**config.mk**
```make
export PLATFORM = sky130hd
export DESIGN_NAME = pwm_aux
export DESIGN_NICKNAME = d
export VERILOG_FILES = /design/src/rtl/pwm_aux_pkg.sv /design/src/rtl/dt_link_if.sv /design/src/rtl/deadtime_chan.sv /design/src/rtl/pwm_aux.sv
export SDC_FILE = /design/constraint.sdc
export NUM_CORES = 1
export LEC_CHECK = 0
export BUFFER_PORTS_ARGS = -buffer_cell sky130_fd_sc_hd__buf_2
export CAP_MARGIN = 20
export CORE_MARGIN = 5
export CORE_UTILIZATION = 40
export CTS_BUF_LIST = sky130_fd_sc_hd__clkbuf_4
export DETAILED_ROUTE_END_ITERATION = 10
export SLEW_MARGIN = 20
export SYNTH_ARGS = -nofsm -noshare
export SYNTH_HDL_FRONTEND = slang
export SYNTH_HIERARCHICAL = 1
export SYNTH_SLANG_ARGS = --single-unit
```
**constraint.sdc**
```tcl
create_clock -name clk_i -period 5.4 [get_ports clk_i]
set_input_delay 0.54 -clock clk_i [delete_from_list [all_inputs] [get_ports clk_i]]
set_output_delay 0.54 -clock clk_i [all_outputs]
set_load 0.005 [all_outputs]
```
**src/rtl/pwm_aux_pkg.sv**
```systemverilog
// constants shared by the modulator auxiliary block and its dead-time channels
package pwm_aux_pkg;

  // ---------------------------------------------------------------
  // widths
  // ---------------------------------------------------------------
  localparam int CNT_W = 14;
  localparam int ACC_W = 16;
  localparam int WIN_W = 8;

  // ---------------------------------------------------------------
  // clock and capture timer
  // ---------------------------------------------------------------
  localparam int CLK_PERIOD_NS = 50;
  localparam int CAPTURE_RES_NS = 4;
  // one capture tick per clock: finest tick this clock can give
  localparam int CAPTURE_TICK_CYC = (CAPTURE_RES_NS + CLK_PERIOD_NS - 1) / CLK_PERIOD_NS;

  // ---------------------------------------------------------------
  // register byte offsets
  // ---------------------------------------------------------------
  localparam logic [7:0] OFS_CTRL = 8'h00;
  localparam logic [7:0] OFS_PERIOD = 8'h04;
  localparam logic [7:0] OFS_SAMPLE = 8'h08;
  localparam logic [7:0] OFS_EDGE0 = 8'h0c;
  localparam logic [7:0] OFS_EDGE1 = 8'h10;
  localparam logic [7:0] OFS_DETECT = 8'h14;
  localparam logic [7:0] OFS_THRESH = 8'h18;
  localparam logic [7:0] OFS_STEP = 8'h1c;
  localparam logic [7:0] OFS_MONITOR = 8'h20;
  localparam logic [7:0] OFS_MEAS = 8'h24;
  localparam logic [7:0] OFS_IRQ_STAT = 8'h28;
  localparam logic [7:0] OFS_IRQ_MASK = 8'h2c;

  // ---------------------------------------------------------------
  // control field positions and reset values
  // ---------------------------------------------------------------
  localparam int CTRL_EN_BIT = 0;
  localparam int CTRL_OS_LSB = 1;
  localparam int CTRL_DIV_LSB = 3;
  localparam int CTRL_MANUAL_BIT = 7;
  localparam logic [7:0] CTRL_RST = 8'h00;
  localparam int IRQ_PERIOD_BIT = 0;
  localparam int IRQ_MEAS_LSB = 1;
  localparam logic [2:0] IRQ_RST = 3'h0;
  localparam logic [CNT_W-1:0] PERIOD_RST = 14'h3fff;
  localparam logic [CNT_W-1:0] SAMPLE_RST = 14'h0000;

  // divide setting 1..15 to divide count; setting 0 turns the interrupt off
  localparam logic [15:0][7:0] DIV_TABLE = {
    8'hff, 8'hdf, 8'hbf, 8'h9f, 8'h7f, 8'h5f, 8'h4f, 8'h3f,
    8'h2f, 8'h1f, 8'h0f, 8'h07, 8'h03, 8'h01, 8'h00, 8'h00};

endpackage

```
**src/rtl/dt_link_if.sv**
```systemverilog
// signals between the block top and one dead-time channel
`timescale 1ns/1ps
interface dt_link_if;
  logic wave;
  logic sense;
  logic [pwm_aux_pkg::WIN_W-1:0] blank;
  logic [pwm_aux_pkg::WIN_W-1:0] length;
  logic [pwm_aux_pkg::WIN_W-1:0] thr_lo;
  logic [pwm_aux_pkg::WIN_W-1:0] thr_hi;
  logic [pwm_aux_pkg::WIN_W-1:0] step;
  logic manual;
  logic load;
  logic [pwm_aux_pkg::ACC_W-1:0] load_val;
  logic [pwm_aux_pkg::ACC_W-1:0] accum;
  logic [pwm_aux_pkg::WIN_W-1:0] meas;
  logic done;

  modport top (output wave, sense, blank, length, thr_lo, thr_hi, step, manual,
    load, load_val, input accum, meas, done);
  modport chan (input wave, sense, blank, length, thr_lo, thr_hi, step, manual,
    load, load_val, output accum, meas, done);
endinterface

```
**src/rtl/deadtime_chan.sv**
```systemverilog
// one rectifier channel: detection window, conduction capture, edge accumulator
`timescale 1ns/1ps
module deadtime_chan (
  input wire logic clk_i,
  input wire logic rst_i,
  dt_link_if.chan lnk
);

  typedef enum logic [2:0] {
    ST_IDLE = 3'b001,
    ST_BLANK = 3'b010,
    ST_WIN = 3'b100
  } win_state_t;

  win_state_t state_reg;
  logic wave_d_reg;
  logic [pwm_aux_pkg::WIN_W-1:0] tmr_reg;
  logic [pwm_aux_pkg::WIN_W-1:0] cap_reg;
  logic [pwm_aux_pkg::WIN_W-1:0] cap_now;
  logic [pwm_aux_pkg::WIN_W-1:0] meas_reg;
  logic [pwm_aux_pkg::ACC_W-1:0] accum_reg;
  logic done_reg;
  logic fall;
  logic win_end;
  logic signed [pwm_aux_pkg::ACC_W-1:0] delta;

  assign fall = wave_d_reg & ~lnk.wave;
  assign win_end = (state_reg == ST_WIN) && (tmr_reg >= lnk.length);
  // closing window cycle still counts; saturates rather than wrapping
  assign cap_now = (lnk.sense && cap_reg != '1) ? cap_reg + 1'b1 : cap_reg;

  // falling-edge detect of the drive waveform
  always_ff @(posedge clk_i) begin
    if (rst_i) wave_d_reg <= 1'b0;
    else wave_d_reg <= lnk.wave;
  end

  // window sequencer: blank delay, then window of set length plus one cycle
  always_ff @(posedge clk_i) begin
    if (rst_i) begin
      state_reg <= ST_IDLE;
      tmr_reg <= '0;
    end else begin
      case (state_reg)
        ST_IDLE: begin
          tmr_reg <= '0;
          if (fall) state_reg <= (lnk.blank == '0) ? ST_WIN : ST_BLANK;
        end
        ST_BLANK: begin
          tmr_reg <= tmr_reg + 1'b1;
          if (tmr_reg + 1'b1 >= lnk.blank) begin
            state_reg <= ST_WIN;
            tmr_reg <= '0;
          end
        end
        ST_WIN: begin
          tmr_reg <= tmr_reg + 1'b1;
          if (win_end) state_reg <= ST_IDLE;
        end
        default: state_reg <= ST_IDLE;
      endcase
    end
  end

  // capture timer counts sense-high ticks inside the window
  always_ff @(posedge clk_i) begin
    if (rst_i) begin
      cap_reg <= '0;
      meas_reg <= '0;
    end else if (state_reg != ST_WIN) begin
      cap_reg <= '0;
    end else if (win_end) begin
      meas_reg <= cap_now;
    end else begin
      cap_reg <= cap_now;
    end
  end

  // long conduction: turn off later; short: earlier
  always_comb begin
    delta = '0;
    if (cap_now > lnk.thr_hi) delta = $signed({8'h00, lnk.step});
    else if (cap_now < lnk.thr_lo) delta = -$signed({8'h00, lnk.step});
  end

  // signed accumulator, firmware-owned in manual mode
  always_ff @(posedge clk_i) begin
    if (rst_i) begin
      accum_reg <= '0;
      done_reg <= 1'b0;
    end else begin
      done_reg <= win_end;
      if (lnk.manual) begin
        if (lnk.load) accum_reg <= lnk.load_val;
      end else if (win_end) begin
        accum_reg <= accum_reg + delta;
      end
    end
  end

  assign lnk.accum = accum_reg;
  assign lnk.meas = meas_reg;
  assign lnk.done = done_reg;

endmodule

```
**src/rtl/pwm_aux.sv**
```systemverilog
// modulator auxiliaries: sample oversampling, period interrupt, rectifier dead time
//
// The implementer's own choices: the Wishbone interface to the registers and the register addresses.
`timescale 1ns/1ps

module pwm_aux (
  input wire logic clk_i,
  input wire logic rst_i,
  input wire logic wb_cyc_i,
  input wire logic wb_stb_i,
  input wire logic wb_we_i,
  input wire logic [7:0] wb_adr_i,
  input wire logic [3:0] wb_sel_i,
  input wire logic [31:0] wb_dat_i,
  output logic [31:0] wb_dat_o,
  output logic wb_ack_o,
  input wire logic [15:0] filter_adj_i,
  input wire logic diode_sense_in_0_i,
  input wire logic diode_sense_in_1_i,
  output logic rect_drive_wave_0_o,
  output logic rect_drive_wave_1_o,
  output logic error_adc_trig_o,
  output logic general_adc_trig_o,
  output logic period_irq_o,
  output logic irq_o
);

  localparam int CW = pwm_aux_pkg::CNT_W;
  localparam int AW = pwm_aux_pkg::ACC_W;
  localparam int WW = pwm_aux_pkg::WIN_W;

  // ---------------------------------------------------------------
  // register storage
  // ---------------------------------------------------------------
  logic [7:0] ctrl_reg;
  logic [CW-1:0] period_reg;
  logic [CW-1:0] sample_reg;
  logic [CW-1:0] rise_reg [2];
  logic [CW-1:0] fall_reg [2];
  logic [2*WW-1:0] detect_reg;
  logic [2*WW-1:0] thresh_reg;
  logic [WW-1:0] step_reg;
  logic [2:0] irq_stat_reg;
  logic [2:0] irq_mask_reg;
  logic ack_reg;
  logic [31:0] rdata_reg;

  // ---------------------------------------------------------------
  // datapath state
  // ---------------------------------------------------------------
  logic [CW-1:0] cnt_reg;
  logic [CW-1:0] os_point_reg;
  logic [3:0] os_fired_reg;
  logic adc_trig_reg;
  logic [7:0] div_cnt_reg;
  logic div_pulse_reg;
  logic [AW-1:0] adj_reg [2];
  logic [1:0] wave_reg;
  logic [1:0] sense;

  // ---------------------------------------------------------------
  // decode and combinational terms
  // ---------------------------------------------------------------
  logic enable;
  logic manual;
  logic [1:0] os_sel;
  logic [3:0] div_set;
  logic [7:0] div_count;
  logic period_end;
  logic [3:0] os_total;
  logic [CW-1:0] os_step;
  logic wr_stb;
  logic rd_stb;
  logic [31:0] wmask;
  logic [31:0] rd_mux;
  logic [2:0] irq_events;
  logic [1:0] meas_done;
  logic [AW-1:0] accum [2];
  logic [WW-1:0] meas [2];

  assign enable = ctrl_reg[pwm_aux_pkg::CTRL_EN_BIT];
  assign manual = ctrl_reg[pwm_aux_pkg::CTRL_MANUAL_BIT];
  assign os_sel = ctrl_reg[pwm_aux_pkg::CTRL_OS_LSB +: 2];
  assign div_set = ctrl_reg[pwm_aux_pkg::CTRL_DIV_LSB +: 4];
  assign sense = {diode_sense_in_1_i, diode_sense_in_0_i};

  // bus strobes; ack is registered so every access takes one wait cycle
  assign wr_stb = wb_cyc_i & wb_stb_i & wb_we_i & ~ack_reg;
  assign rd_stb = wb_cyc_i & wb_stb_i & ~wb_we_i & ~ack_reg;
  assign wmask = {{8{wb_sel_i[3]}}, {8{wb_sel_i[2]}}, {8{wb_sel_i[1]}}, {8{wb_sel_i[0]}}};

  // ---------------------------------------------------------------
  // period counter
  // ---------------------------------------------------------------
  assign period_end = enable && (cnt_reg >= period_reg);

  // free-running ramp, held at zero while disabled
  always_ff @(posedge clk_i) begin
    if (rst_i) begin
      cnt_reg <= '0;
    end else if (!enable || period_end) begin
      cnt_reg <= '0;
    end else begin
      cnt_reg <= cnt_reg + 1'b1;
    end
  end

  // ---------------------------------------------------------------
  // error-adc sample triggers
  // ---------------------------------------------------------------
  // triggers per period: 1, 2, 4 or 8
  assign os_total = 4'h1 << os_sel;
  // spacing is sample count over factor, so the last one lands on it
  assign os_step = sample_reg >> os_sel;

  // next trigger point walks up by os_step; count limits to os_total
  always_ff @(posedge clk_i) begin
    if (rst_i) begin
      os_point_reg <= '0;
      os_fired_reg <= '0;
      adc_trig_reg <= 1'b0;
    end else if (!enable || period_end) begin
      os_point_reg <= os_step;
      os_fired_reg <= '0;
      adc_trig_reg <= 1'b0;
    end else if (cnt_reg == os_point_reg && os_fired_reg < os_total) begin
      adc_trig_reg <= 1'b1;
      os_fired_reg <= os_fired_reg + 1'b1;
      os_point_reg <= os_point_reg + os_step;
    end else begin
      adc_trig_reg <= 1'b0;
    end
  end

  assign error_adc_trig_o = adc_trig_reg;

  // ---------------------------------------------------------------
  // period interrupt divider
  // ---------------------------------------------------------------
  assign div_count = pwm_aux_pkg::DIV_TABLE[div_set];

  // count period ends; pulse once every div_count + 1 periods
  always_ff @(posedge clk_i) begin
    if (rst_i) begin
      div_cnt_reg <= '0;
      div_pulse_reg <= 1'b0;
    end else if (div_set == 4'h0) begin
      div_cnt_reg <= '0; // setting zero: interrupt off
      div_pulse_reg <= 1'b0;
    end else if (period_end) begin
      if (div_cnt_reg >= div_count) begin
        div_cnt_reg <= '0;
        div_pulse_reg <= 1'b1;
      end else begin
        div_cnt_reg <= div_cnt_reg + 1'b1;
        div_pulse_reg <= 1'b0;
      end
    end else begin
      div_pulse_reg <= 1'b0;
    end
  end

  assign period_irq_o = div_pulse_reg;
  assign general_adc_trig_o = div_pulse_reg;

  // ---------------------------------------------------------------
  // rectifier channels
  // ---------------------------------------------------------------
  dt_link_if dt_lnk [2] ();

  genvar gi;
  generate
    for (gi = 0; gi < 2; gi++) begin : g_chan
      logic signed [CW+2:0] fall_eff;

      // turn-off edge: base + filter output + applied adjustment
      always_comb begin
        fall_eff = $signed({3'b000, fall_reg[gi]})
          + $signed({filter_adj_i[AW-1], filter_adj_i})
          + $signed({adj_reg[gi][AW-1], adj_reg[gi]});
      end

      // adjustment taken at period end so the shift lands next cycle
      always_ff @(posedge clk_i) begin
        if (rst_i) begin
          adj_reg[gi] <= '0;
        end else if (period_end) begin
          adj_reg[gi] <= accum[gi];
        end
      end

      // registered drive wave: high between rise and moved fall
      always_ff @(posedge clk_i) begin
        if (rst_i) begin
          wave_reg[gi] <= 1'b0;
        end else begin
          wave_reg[gi] <= enable && (cnt_reg >= rise_reg[gi])
            && ($signed({3'b000, cnt_reg}) < fall_eff);
        end
      end

      assign dt_lnk[gi].wave = wave_reg[gi];
      assign dt_lnk[gi].sense = sense[gi];
      assign dt_lnk[gi].blank = detect_reg[WW-1:0];
      assign dt_lnk[gi].length = detect_reg[2*WW-1:WW];
      assign dt_lnk[gi].thr_lo = thresh_reg[WW-1:0];
      assign dt_lnk[gi].thr_hi = thresh_reg[2*WW-1:WW];
      assign dt_lnk[gi].step = step_reg;
      assign dt_lnk[gi].manual = manual;
      assign dt_lnk[gi].load = wr_stb && manual && wb_adr_i == pwm_aux_pkg::OFS_MONITOR;
      assign dt_lnk[gi].load_val = wb_dat_i[gi*AW +: AW];
      assign accum[gi] = dt_lnk[gi].accum;
      assign meas[gi] = dt_lnk[gi].meas;
      assign meas_done[gi] = dt_lnk[gi].done;

      deadtime_chan i_deadtime_chan (
        .clk_i(clk_i),
        .rst_i(rst_i),
        .lnk(dt_lnk[gi])
      );
    end
  endgenerate

  assign rect_drive_wave_0_o = wave_reg[0];
  assign rect_drive_wave_1_o = wave_reg[1];

  // ---------------------------------------------------------------
  // configuration registers
  // ---------------------------------------------------------------
  // byte-lane masked writes, edge halves only with both lanes set; unmapped writes are dropped
  always_ff @(posedge clk_i) begin
    if (rst_i) begin
      ctrl_reg <= pwm_aux_pkg::CTRL_RST;
      period_reg <= pwm_aux_pkg::PERIOD_RST;
      sample_reg <= pwm_aux_pkg::SAMPLE_RST;
      rise_reg[0] <= '0;
      rise_reg[1] <= '0;
      fall_reg[0] <= '0;
      fall_reg[1] <= '0;
      detect_reg <= '0;
      thresh_reg <= '0;
      step_reg <= '0;
      irq_mask_reg <= '0;
    end else if (wr_stb) begin
      case (wb_adr_i)
        pwm_aux_pkg::OFS_CTRL:
          ctrl_reg <= (ctrl_reg & ~wmask[7:0]) | (wb_dat_i[7:0] & wmask[7:0]);
        pwm_aux_pkg::OFS_PERIOD:
          period_reg <= (period_reg & ~wmask[CW-1:0]) | (wb_dat_i[CW-1:0] & wmask[CW-1:0]);
        pwm_aux_pkg::OFS_SAMPLE:
          sample_reg <= (sample_reg & ~wmask[CW-1:0]) | (wb_dat_i[CW-1:0] & wmask[CW-1:0]);
        pwm_aux_pkg::OFS_EDGE0: begin
          if (&wb_sel_i[1:0]) rise_reg[0] <= wb_dat_i[CW-1:0];
          if (&wb_sel_i[3:2]) fall_reg[0] <= wb_dat_i[16 +: CW];
        end
        pwm_aux_pkg::OFS_EDGE1: begin
          if (&wb_sel_i[1:0]) rise_reg[1] <= wb_dat_i[CW-1:0];
          if (&wb_sel_i[3:2]) fall_reg[1] <= wb_dat_i[16 +: CW];
        end
        pwm_aux_pkg::OFS_DETECT:
          detect_reg <= (detect_reg & ~wmask[15:0]) | (wb_dat_i[15:0] & wmask[15:0]);
        pwm_aux_pkg::OFS_THRESH:
          thresh_reg <= (thresh_reg & ~wmask[15:0]) | (wb_dat_i[15:0] & wmask[15:0]);
        pwm_aux_pkg::OFS_STEP:
          if (wb_sel_i[0]) step_reg <= wb_dat_i[WW-1:0];
        pwm_aux_pkg::OFS_IRQ_MASK:
          if (wb_sel_i[0]) irq_mask_reg <= wb_dat_i[2:0];
        default: ;
      endcase
    end
  end

  // ---------------------------------------------------------------
  // interrupt status
  // ---------------------------------------------------------------
  assign irq_events = {meas_done, div_pulse_reg};

  // sticky bits, write one to clear; a same-cycle event wins the clear
  always_ff @(posedge clk_i) begin
    if (rst_i) begin
      irq_stat_reg <= pwm_aux_pkg::IRQ_RST;
    end else if (wr_stb && wb_adr_i == pwm_aux_pkg::OFS_IRQ_STAT && wb_sel_i[0]) begin
      irq_stat_reg <= (irq_stat_reg & ~wb_dat_i[2:0]) | irq_events;
    end else begin
      irq_stat_reg <= irq_stat_reg | irq_events;
    end
  end

  assign irq_o = |(irq_stat_reg & irq_mask_reg);

  // ---------------------------------------------------------------
  // read mux and acknowledge
  // ---------------------------------------------------------------
  // unmapped offsets read as zero and are still acknowledged
  always_comb begin
    rd_mux = 32'h0000_0000;
    case (wb_adr_i)
      pwm_aux_pkg::OFS_CTRL: rd_mux[7:0] = ctrl_reg;
      pwm_aux_pkg::OFS_PERIOD: rd_mux[CW-1:0] = period_reg;
      pwm_aux_pkg::OFS_SAMPLE: rd_mux[CW-1:0] = sample_reg;
      pwm_aux_pkg::OFS_EDGE0: rd_mux = {2'b00, fall_reg[0], 2'b00, rise_reg[0]};
      pwm_aux_pkg::OFS_EDGE1: rd_mux = {2'b00, fall_reg[1], 2'b00, rise_reg[1]};
      pwm_aux_pkg::OFS_DETECT: rd_mux[15:0] = detect_reg;
      pwm_aux_pkg::OFS_THRESH: rd_mux[15:0] = thresh_reg;
      pwm_aux_pkg::OFS_STEP: rd_mux[WW-1:0] = step_reg;
      pwm_aux_pkg::OFS_MONITOR: rd_mux = {accum[1], accum[0]};
      pwm_aux_pkg::OFS_MEAS: rd_mux[15:0] = {meas[1], meas[0]};
      pwm_aux_pkg::OFS_IRQ_STAT: rd_mux[2:0] = irq_stat_reg;
      pwm_aux_pkg::OFS_IRQ_MASK: rd_mux[2:0] = irq_mask_reg;
      default: rd_mux = 32'h0000_0000;
    endcase
  end

  // one-cycle ack; data registered alongside it
  always_ff @(posedge clk_i) begin
    if (rst_i) begin
      ack_reg <= 1'b0;
      rdata_reg <= 32'h0000_0000;
    end else begin
      ack_reg <= wb_cyc_i & wb_stb_i & ~ack_reg;
      if (rd_stb) rdata_reg <= rd_mux;
    end
  end

  assign wb_ack_o = ack_reg;
  assign wb_dat_o = rdata_reg;

endmodule

```
# ---- Word level (Yosys, flattened, before mapping)
# Memories as Yosys holds them, arrays and structs flattened. A register that Yosys moved wholly into a read port is not among the register bits.
# Index checks and enable logic that the tools add are counted.
dict set report classes {
  n_addsub 15
  n_mul 0
  div_mod_pow 0
  magnitude_cmp 16
  eq_ne 29
  shifts 2
  n_mux 68
  n_bitwise 42
  n_reduce_logical 45
}
# op count
set ops {}
lappend ops {{2-to-1 mux 16 bit} 12}
lappend ops {{2-to-1 mux 14 bit} 6}
lappend ops {{one-hot mux 5 bit (10 select lines)} 1}
lappend ops {{bitwise AND 16 bit} 3}
lappend ops {{2-to-1 mux 8 bit} 6}
lappend ops {{one-hot mux 16 bit (3 select lines)} 1}
lappend ops {{one-hot mux 6 bit (8 select lines)} 1}
lappend ops {{one-hot mux 8 bit (3 select lines)} 2}
lappend ops {{bitwise AND 14 bit} 3}
lappend ops {{greater-or-equal comparator 14 bit} 3}
lappend ops {{adder 8 x 1 -> 8 bit (second input constant)} 5}
lappend ops {{greater-or-equal comparator 8 bit} 5}
lappend ops {{one-hot mux 3 bit (12 select lines)} 1}
lappend ops {{adder 15 x 16 -> 17 bit} 2}
lappend ops {{adder 17 x 16 -> 17 bit} 2}
lappend ops {{less-than comparator 15 x 17 -> 1 bit} 2}
lappend ops {{adder 16 bit} 2}
lappend ops {{equality test 8 x 5 -> 1 bit (second input constant)} 4}
lappend ops {{equality test 8 x 6 -> 1 bit (second input constant)} 4}
lappend ops {{OR 16 bit} 2}
lappend ops {{OR 14 bit} 2}
lappend ops {{2-to-1 mux 1 bit} 25}
lappend ops {{2-to-1 mux 3 bit} 8}
lappend ops {{AND reduction 2 bit} 11}
lappend ops {{43 further kinds} 104}
dict set report word_totals {
  register_bits 249
  latch_bits 0
  ram_bits 88
  romBits 128
  inputBits 67
  memories 4
}
# name words word_bits rd rd_clocked_by_memory_dff wr line
set mem_list {}
lappend mem_list {{(no name shown)} 16 8 1 1 0 pwm_aux.sv:140} ;# assign div_count = pwm_aux_pkg::DIV_TABLE[div_set];
lappend mem_list {adj_reg 2 16 2 0 2 pwm_aux.sv:57} ;# logic [AW-1:0] adj_reg [2];
lappend mem_list {fall_reg 2 14 2 0 2 pwm_aux.sv:39} ;# logic [CW-1:0] fall_reg [2];
lappend mem_list {rise_reg 2 14 2 0 2 pwm_aux.sv:38} ;# logic [CW-1:0] rise_reg [2];

# ---- Logic depth before layout (Yosys ltp)
dict set report logic_depth {
  depth_word 9
  ltp_mapped 23
  ltp_nobuf 22
}

# ---- Modules after synthesis
# The synthesis kept the hierarchy.
# module n_inst cells_each area_per_inst_um2 seq_area_each_um2
set modules_own_cells {}
lappend modules_own_cells {pwm_aux 1 1636 15372.2 5985.7}
lappend modules_own_cells {{deadtime_chan at g_chan[1].i_deadtime_chan} 1 505 3852.4 900.9}
lappend modules_own_cells {{deadtime_chan at g_chan[0].i_deadtime_chan} 1 486 3811.2 900.9}

# ---- Worst setup path after synthesis
# Ideal clock, no wire load.
dict set report synth_timing {
  kind {register to register}
  start {register g_chan[0].i_deadtime_chan/cap_reg[0] (netlist name)}
  end {register g_chan[0].i_deadtime_chan.accum_reg (netlist bit g_chan[0].i_deadtime_chan/lnk.accum[15])}
  arrival_ns 4.769
  t_required_ns 5.277
  slack_ns 0.508
  path_stages_with_launch 22
  path_buffers 1
  period_less_slack_ns 4.892
  cell_sequence {dfxtp_1 ha_1 nand4_1 nor2_1 nand3_1 xnor2_1 ha_1 nand4_1 a211o_1 a31o_2 o211ai_4 and2b_2 buf_2 a22o_1 ha_1 o21ai_0 nor2_1 o41a_1 a31oi_1 a31oi_1 xnor2_1 mux2_1}
}
dict set report synth_between {
  elab_chain_cells 9
  elab_cells_between_ends 11
  cone_classes {add/sub: 2; order compare: 2; eq/ne: 1; mux: 5; reduce/logical: 1}
}
# element line
set synth_lines {}
lappend synth_lines {{start: declaration} deadtime_chan.sv:18} ;# logic [pwm_aux_pkg::WIN_W-1:0] cap_reg;
lappend synth_lines {{start signal: assignment} deadtime_chan.sv:75} ;# cap_reg <= cap_now;
lappend synth_lines {{parallel branches: the longest is 2 deep, another holds adder 8 x 1 -> 8 bit} -}
lappend synth_lines {{2-to-1 mux 8 bit *} deadtime_chan.sv:30} ;# assign cap_now = (lnk.sense && cap_reg != '1) ? cap_reg + 1'b1 : cap_reg;
lappend synth_lines {{named net g_chan[0].i_deadtime_chan.cap_now, one bit} deadtime_chan.sv:19} ;# logic [pwm_aux_pkg::WIN_W-1:0] cap_now;
lappend synth_lines {{less-than comparator 8 bit} deadtime_chan.sv:83} ;# else if (cap_now < lnk.thr_lo) delta = -$signed({8'h00, lnk.step});
lappend synth_lines {{2-to-1 mux 16 bit} deadtime_chan.sv:83}
lappend synth_lines {{2-to-1 mux 16 bit *} deadtime_chan.sv:82} ;# if (cap_now > lnk.thr_hi) delta = $signed({8'h00, lnk.step});
lappend synth_lines {{adder 16 bit *} deadtime_chan.sv:96} ;# accum_reg <= accum_reg + delta;
lappend synth_lines {{2-to-1 mux 16 bit *} deadtime_chan.sv:95} ;# end else if (win_end) begin
lappend synth_lines {{2-to-1 mux 16 bit *} deadtime_chan.sv:93} ;# if (lnk.manual) begin
lappend synth_lines {{end signal: assignment} deadtime_chan.sv:94} ;# if (lnk.load) accum_reg <= lnk.load_val;
lappend synth_lines {{end signal: assignment} deadtime_chan.sv:96}
lappend synth_lines {{end: declaration} deadtime_chan.sv:21} ;# logic [pwm_aux_pkg::ACC_W-1:0] accum_reg;
# Mark *: on every way through the listed nets, which the timed path passes. The select of a mux whose other input is x is not followed.
# A chain may end at the register's enable or synchronous reset.

# ---- Worst setup path after layout
dict set report layout_timing {
  start {register g_chan[0].i_deadtime_chan/cap_reg[4] (netlist name)}
  end {register g_chan[0].i_deadtime_chan.accum_reg (netlist bit g_chan[0].i_deadtime_chan/lnk.accum[13])}
}
dict set report layout_between {
  elab_chain_cells 9
  elab_cells_between_ends 11
  cone_classes {add/sub: 2; order compare: 2; eq/ne: 1; mux: 5; reduce/logical: 1}
}
# element line
set layout_lines {}
lappend layout_lines {{inequality test 8 bit *} deadtime_chan.sv:30}
lappend layout_lines {{logical AND 1 bit *} deadtime_chan.sv:30}
lappend layout_lines {{2-to-1 mux 8 bit *} deadtime_chan.sv:30}
lappend layout_lines {{named net g_chan[0].i_deadtime_chan.cap_now, one bit} deadtime_chan.sv:19}
lappend layout_lines {{less-than comparator 8 bit} deadtime_chan.sv:83}
lappend layout_lines {{2-to-1 mux 16 bit} deadtime_chan.sv:83}
lappend layout_lines {{2-to-1 mux 16 bit *} deadtime_chan.sv:82}
lappend layout_lines {{adder 16 bit *} deadtime_chan.sv:96}
lappend layout_lines {{2-to-1 mux 16 bit *} deadtime_chan.sv:95}
lappend layout_lines {{2-to-1 mux 16 bit *} deadtime_chan.sv:93}
# Mark *: on every way through the listed nets, which the timed path passes. The rest lies on a longest branch. The select of a mux whose other input is x is not followed.

==> impl_metrics.py <==
metrics = {
    "cts": {
        "clockBufferDepth": 3,
        "cts.sinks": 345,
        "ctsHtreeMaxLevel": 3,
        "cts_tree": "yes",
        "clockRootBuffer": "clkbuf_4",
        "clock_latency_ns": 0.86,
        "post_cts_buffers": 0,
        "cts.clk_slew.worst_paths_ns": 0.07,
        "cts_buffers": 97,
    },
    "sta": {
        "clock_skew_ns": 0.0570,
        "hold_viol": 0,
        "period_share_pct": 93.3,
        "slew_violations": 0,
        "slew_headroom_pct": 28.4,
        "setup_viol": 0,
        "fmax_ghz": 0.199,
        "tightest_slew_ns": 1.07,
        "period_needed_ns": 5.04,
    },
    "yosys": {
        "synth_cell_type_count": 103,
        "ys_top_cells_by_count": "dfxtp_1, nor2_1, ha_1",
        "synth_area_leaders": "dfxtp_1, ha_1, edfxtp_1, a21oi_1, nor2_1",
        "synth-seq-cells": 345,
        "synth_compound_area_share_pct": 19.1,
        "ys_seq_area_share_pct": 33.8,
        "synth-simple-area-share_pct": 19.2,
        "synthArstFlopShare_pct": 0,
        "synth_enable_flop_cells": 88,
        "yosys.area.top_type_share_pct": 22.3,
        "yosysTopAreaCell": "dfxtp_1",
        "synth_ff_type": "dfxtp_1",
        "yosys-mux-area-fraction_pct": 2.81,
        "yosysMostFrequentCell": "dfxtp_1",
        "syn_nets": 2960,
        "synthXorXnorAreaFrac_pct": 4.63,
        "netlist_instances": 2627,
        "syn-cell-area_um2": 23000,
        "yosys.area_share.adder_pct": 15.5,
        "syn_avg_cell_area_um2": 8.77,
        "synth_top_family_by_area": "simple AND/OR/NAND/NOR gates",
        "ys_warn_count": 6,
    },
    "detailed_routing": {
        "first_pass_iters": 8,
        "wire_per_inst_um": 20.8,
        "viasPerCell": 5.66,
        "wirelength_um": 75700,
        "vias": 20600,
        "drc_errors": 0,
        "drt_iter0_markers": 1748,
        "ant_nets": 0,
    },
    "run_status": {
        "status": "completed",
    },
    "finish": {
        "stdcell_area_um2": 25900,
        "multi_input_area_um2": 14200,
        "area_growth_pct": 12.5,
        "drive_gt1_share_pct": 13.2,
        "regArea_um2": 7790,
        "nFillCells": 5600,
        "fin_nets": 3119,
        "finish.utilization_pct": 45.2,
        "stdcell_count": 3633,
    },
    "hold_path": {
        "hold_path.class": "in2reg",
        "min_path_cells": 3,
    },
    "setup_path": {
        "cp.required_ns": 6.12,
        "worstRegToRegCells": 20,
        "cp-start-kind": "flop",
        "cp_max_fo": 10,
        "path_cells": "and4_4 -> a41oi_4 -> mux2_2 -> ha_1 -> o21ai_0 -> a211o_1 -> a31o_2 -> o211ai_4 -> and2b_2 -> buf_4 -> nand3b_1 -> nand2_1 -> ha_1 -> o21ai_0 -> nor2_1 -> o41a_1 -> a31oi_2 -> a21boi_0 -> xnor2_1 -> a2111oi_0",
        "cpMaxStageDelayCell": "mux2_2",
        "arrival_ns": 5.76,
        "endpoint_kind": "flop",
        "cpPeakStageDelay_ns": 0.44,
        "worstSetupPathType": "reg2reg",
    },
    "die": {
        "dieWidth_um": 250,
        "start_util_pct": 40.2,
        "io_pins": 106,
        "fp-row-count": 88,
        "coreArea_um2": 57400,
        "die_area_um2": 62500,
        "die_y_um": 250,
    },
    "global_route": {
        "grt_max_degree": 80,
        "grt_pass1_vias": 20000,
        "track_usage_pct": 23.4,
        "grt_antenna_before_repair": 8,
        "grt_overflow": 0,
        "grt_pass1_wl_um": 116000,
    },
    "power": {
        "power_density_nw_per_um2": 226,
        "p_leak_nw": 10.6,
        "ir_worst_vdd_uv": 143,
        "power_mw": 5.85,
    },
    "place": {
        "postPlaceCellArea_um2": 24300,
        "portBuffers": 105,
        "placed_cells": 3428,
        "hpwlAfterDp_um": 57500,
        "gp_congestion": 0.943,
    },
    "flow_run": {
        "max_cap_viol_count": 0,
    },
}
-- critical path, delay by kind of cell, from the launching register on --
kind                       cells  cell delay (ns)
xor gates and xnor gates       1             0.14
adders and majority gates      2             0.59
and+or+nand+nor                5             0.72
DFF                            1             0.38
buffers and inverters          1             0.16
muxes                          1             0.44
AOI/OAI and AO/OA             10             2.49
-- power breakdown --
part | switching [mW] | total (mW) | internal [mW]
logic | 0.378 | 0.634 | 0.256
clock network | 1.19 | 2.52 | 1.33
registers | 0.0241 | 2.70 | 2.67
total | 1.59 | 5.85 | 4.26
-- cell type report --
| class | instances | area share (%) |
|---|---|---|
| antenna | 3 | 0.0290 |
| clock inverter | 25 | 0.507 |
| clock buffer | 153 | 4.43 |
| timing repair buffer | 168 | 4.11 |
| inverter | 171 | 2.48 |
| multi-input combinational | 2003 | 54.7 |
| tap | 765 | 3.69 |
| sequential | 345 | 30.1 |
-- through the flow --
| stage | TNS, ns | setup WS, ns | hold WS (ns) |
|---|---|---|---|
| 5_1_grt | -0.0168 | -0.0168 | 0.0329 |
| 2_1_floorplan | 0 | 0.508 | 0.413 |
| 4_1_cts | 0 | 0.0924 | 0.000511 |
| 6_report | 0 | 0.363 | 0.0749 |
| 3_3_place_gp | 0 | 0.217 | 0.443 |
| 3_5_place_dp | 0 | 0.0529 | 0.444 |
-- kinds of logic after synthesis --
kind of cell,Yosys count
simple gates,906
compound gates,647
flops,345
buf+inv,279
fa+ha+maj,266
xor+xnor,120
mux,64
-- cell usage in the layout (no fill, tap or decap), drive strengths merged, types with 12 or more instances in the layout --
cell type    Yosys  layout
o21a            22      22
edfxtp          88      88
a31oi           16      16
dlygate4sd3      0      24
nand3          128     128
o211ai          21      21
clkbuf          58     153
a21oi          204     204
o22ai           12      12
or2             14      14
xnor2           63      63
xor2            57      57
and3            25      25
inv            169     170
nand2b          37      37
nand2          230     230
nor4            16      16
nor3            49      49
ha             233     233
a21o            45      45
buf             50     144
nand4           16      16
a222oi          43      43
fa              33      33
nor2           242     242
o21ai          111     111
or3             19      19
and2            69      69
clkinv           2      23
a211oi          44      44
a22oi           26      26
nor2b           24      24
mux2i           59      59
o31ai           17      17
a2111oi         14      14
dfxtp          257     257
-- worst paths after layout --
check | start | endpoint | slack (ns)
worst max-delay path | g_chan[0].i_deadtime_chan/cap_reg[4] | g_chan[0].i_deadtime_chan/lnk.accum[13] | 0.36
worst min-delay path | wb_dat_i[30] | g_chan[1].i_deadtime_chan/lnk.accum[14] | 0.07
worst max register to register | g_chan[0].i_deadtime_chan/cap_reg[4] | g_chan[0].i_deadtime_chan/lnk.accum[13] | 0.36
worst min register to register | wb_dat_o[4] | wb_dat_o[4] | 0.45
-- what timing repair did --
| action | 4_1_cts | 5_1_grt |
|---|---|---|
| hold buffers | 24 | 0 |
| gates resized for setup | 0 | 12 |
| endpoints found under the setup margin | 0 | 9 |
| hold endpoints to repair | 55 | 0 |
-- routing by layer --
layer / GRT usage [%] / routed length (µm) / part of all wire, %
met1: 31.2 / 32900 / 43
met5: 0 / 44 / 0.058
met3: 4.59 / 5370 / 7.1
met4: 8.08 / 2120 / 2.8
met2: 38.1 / 35300 / 47
Note: power is estimated with default switching activity, not from simulation.
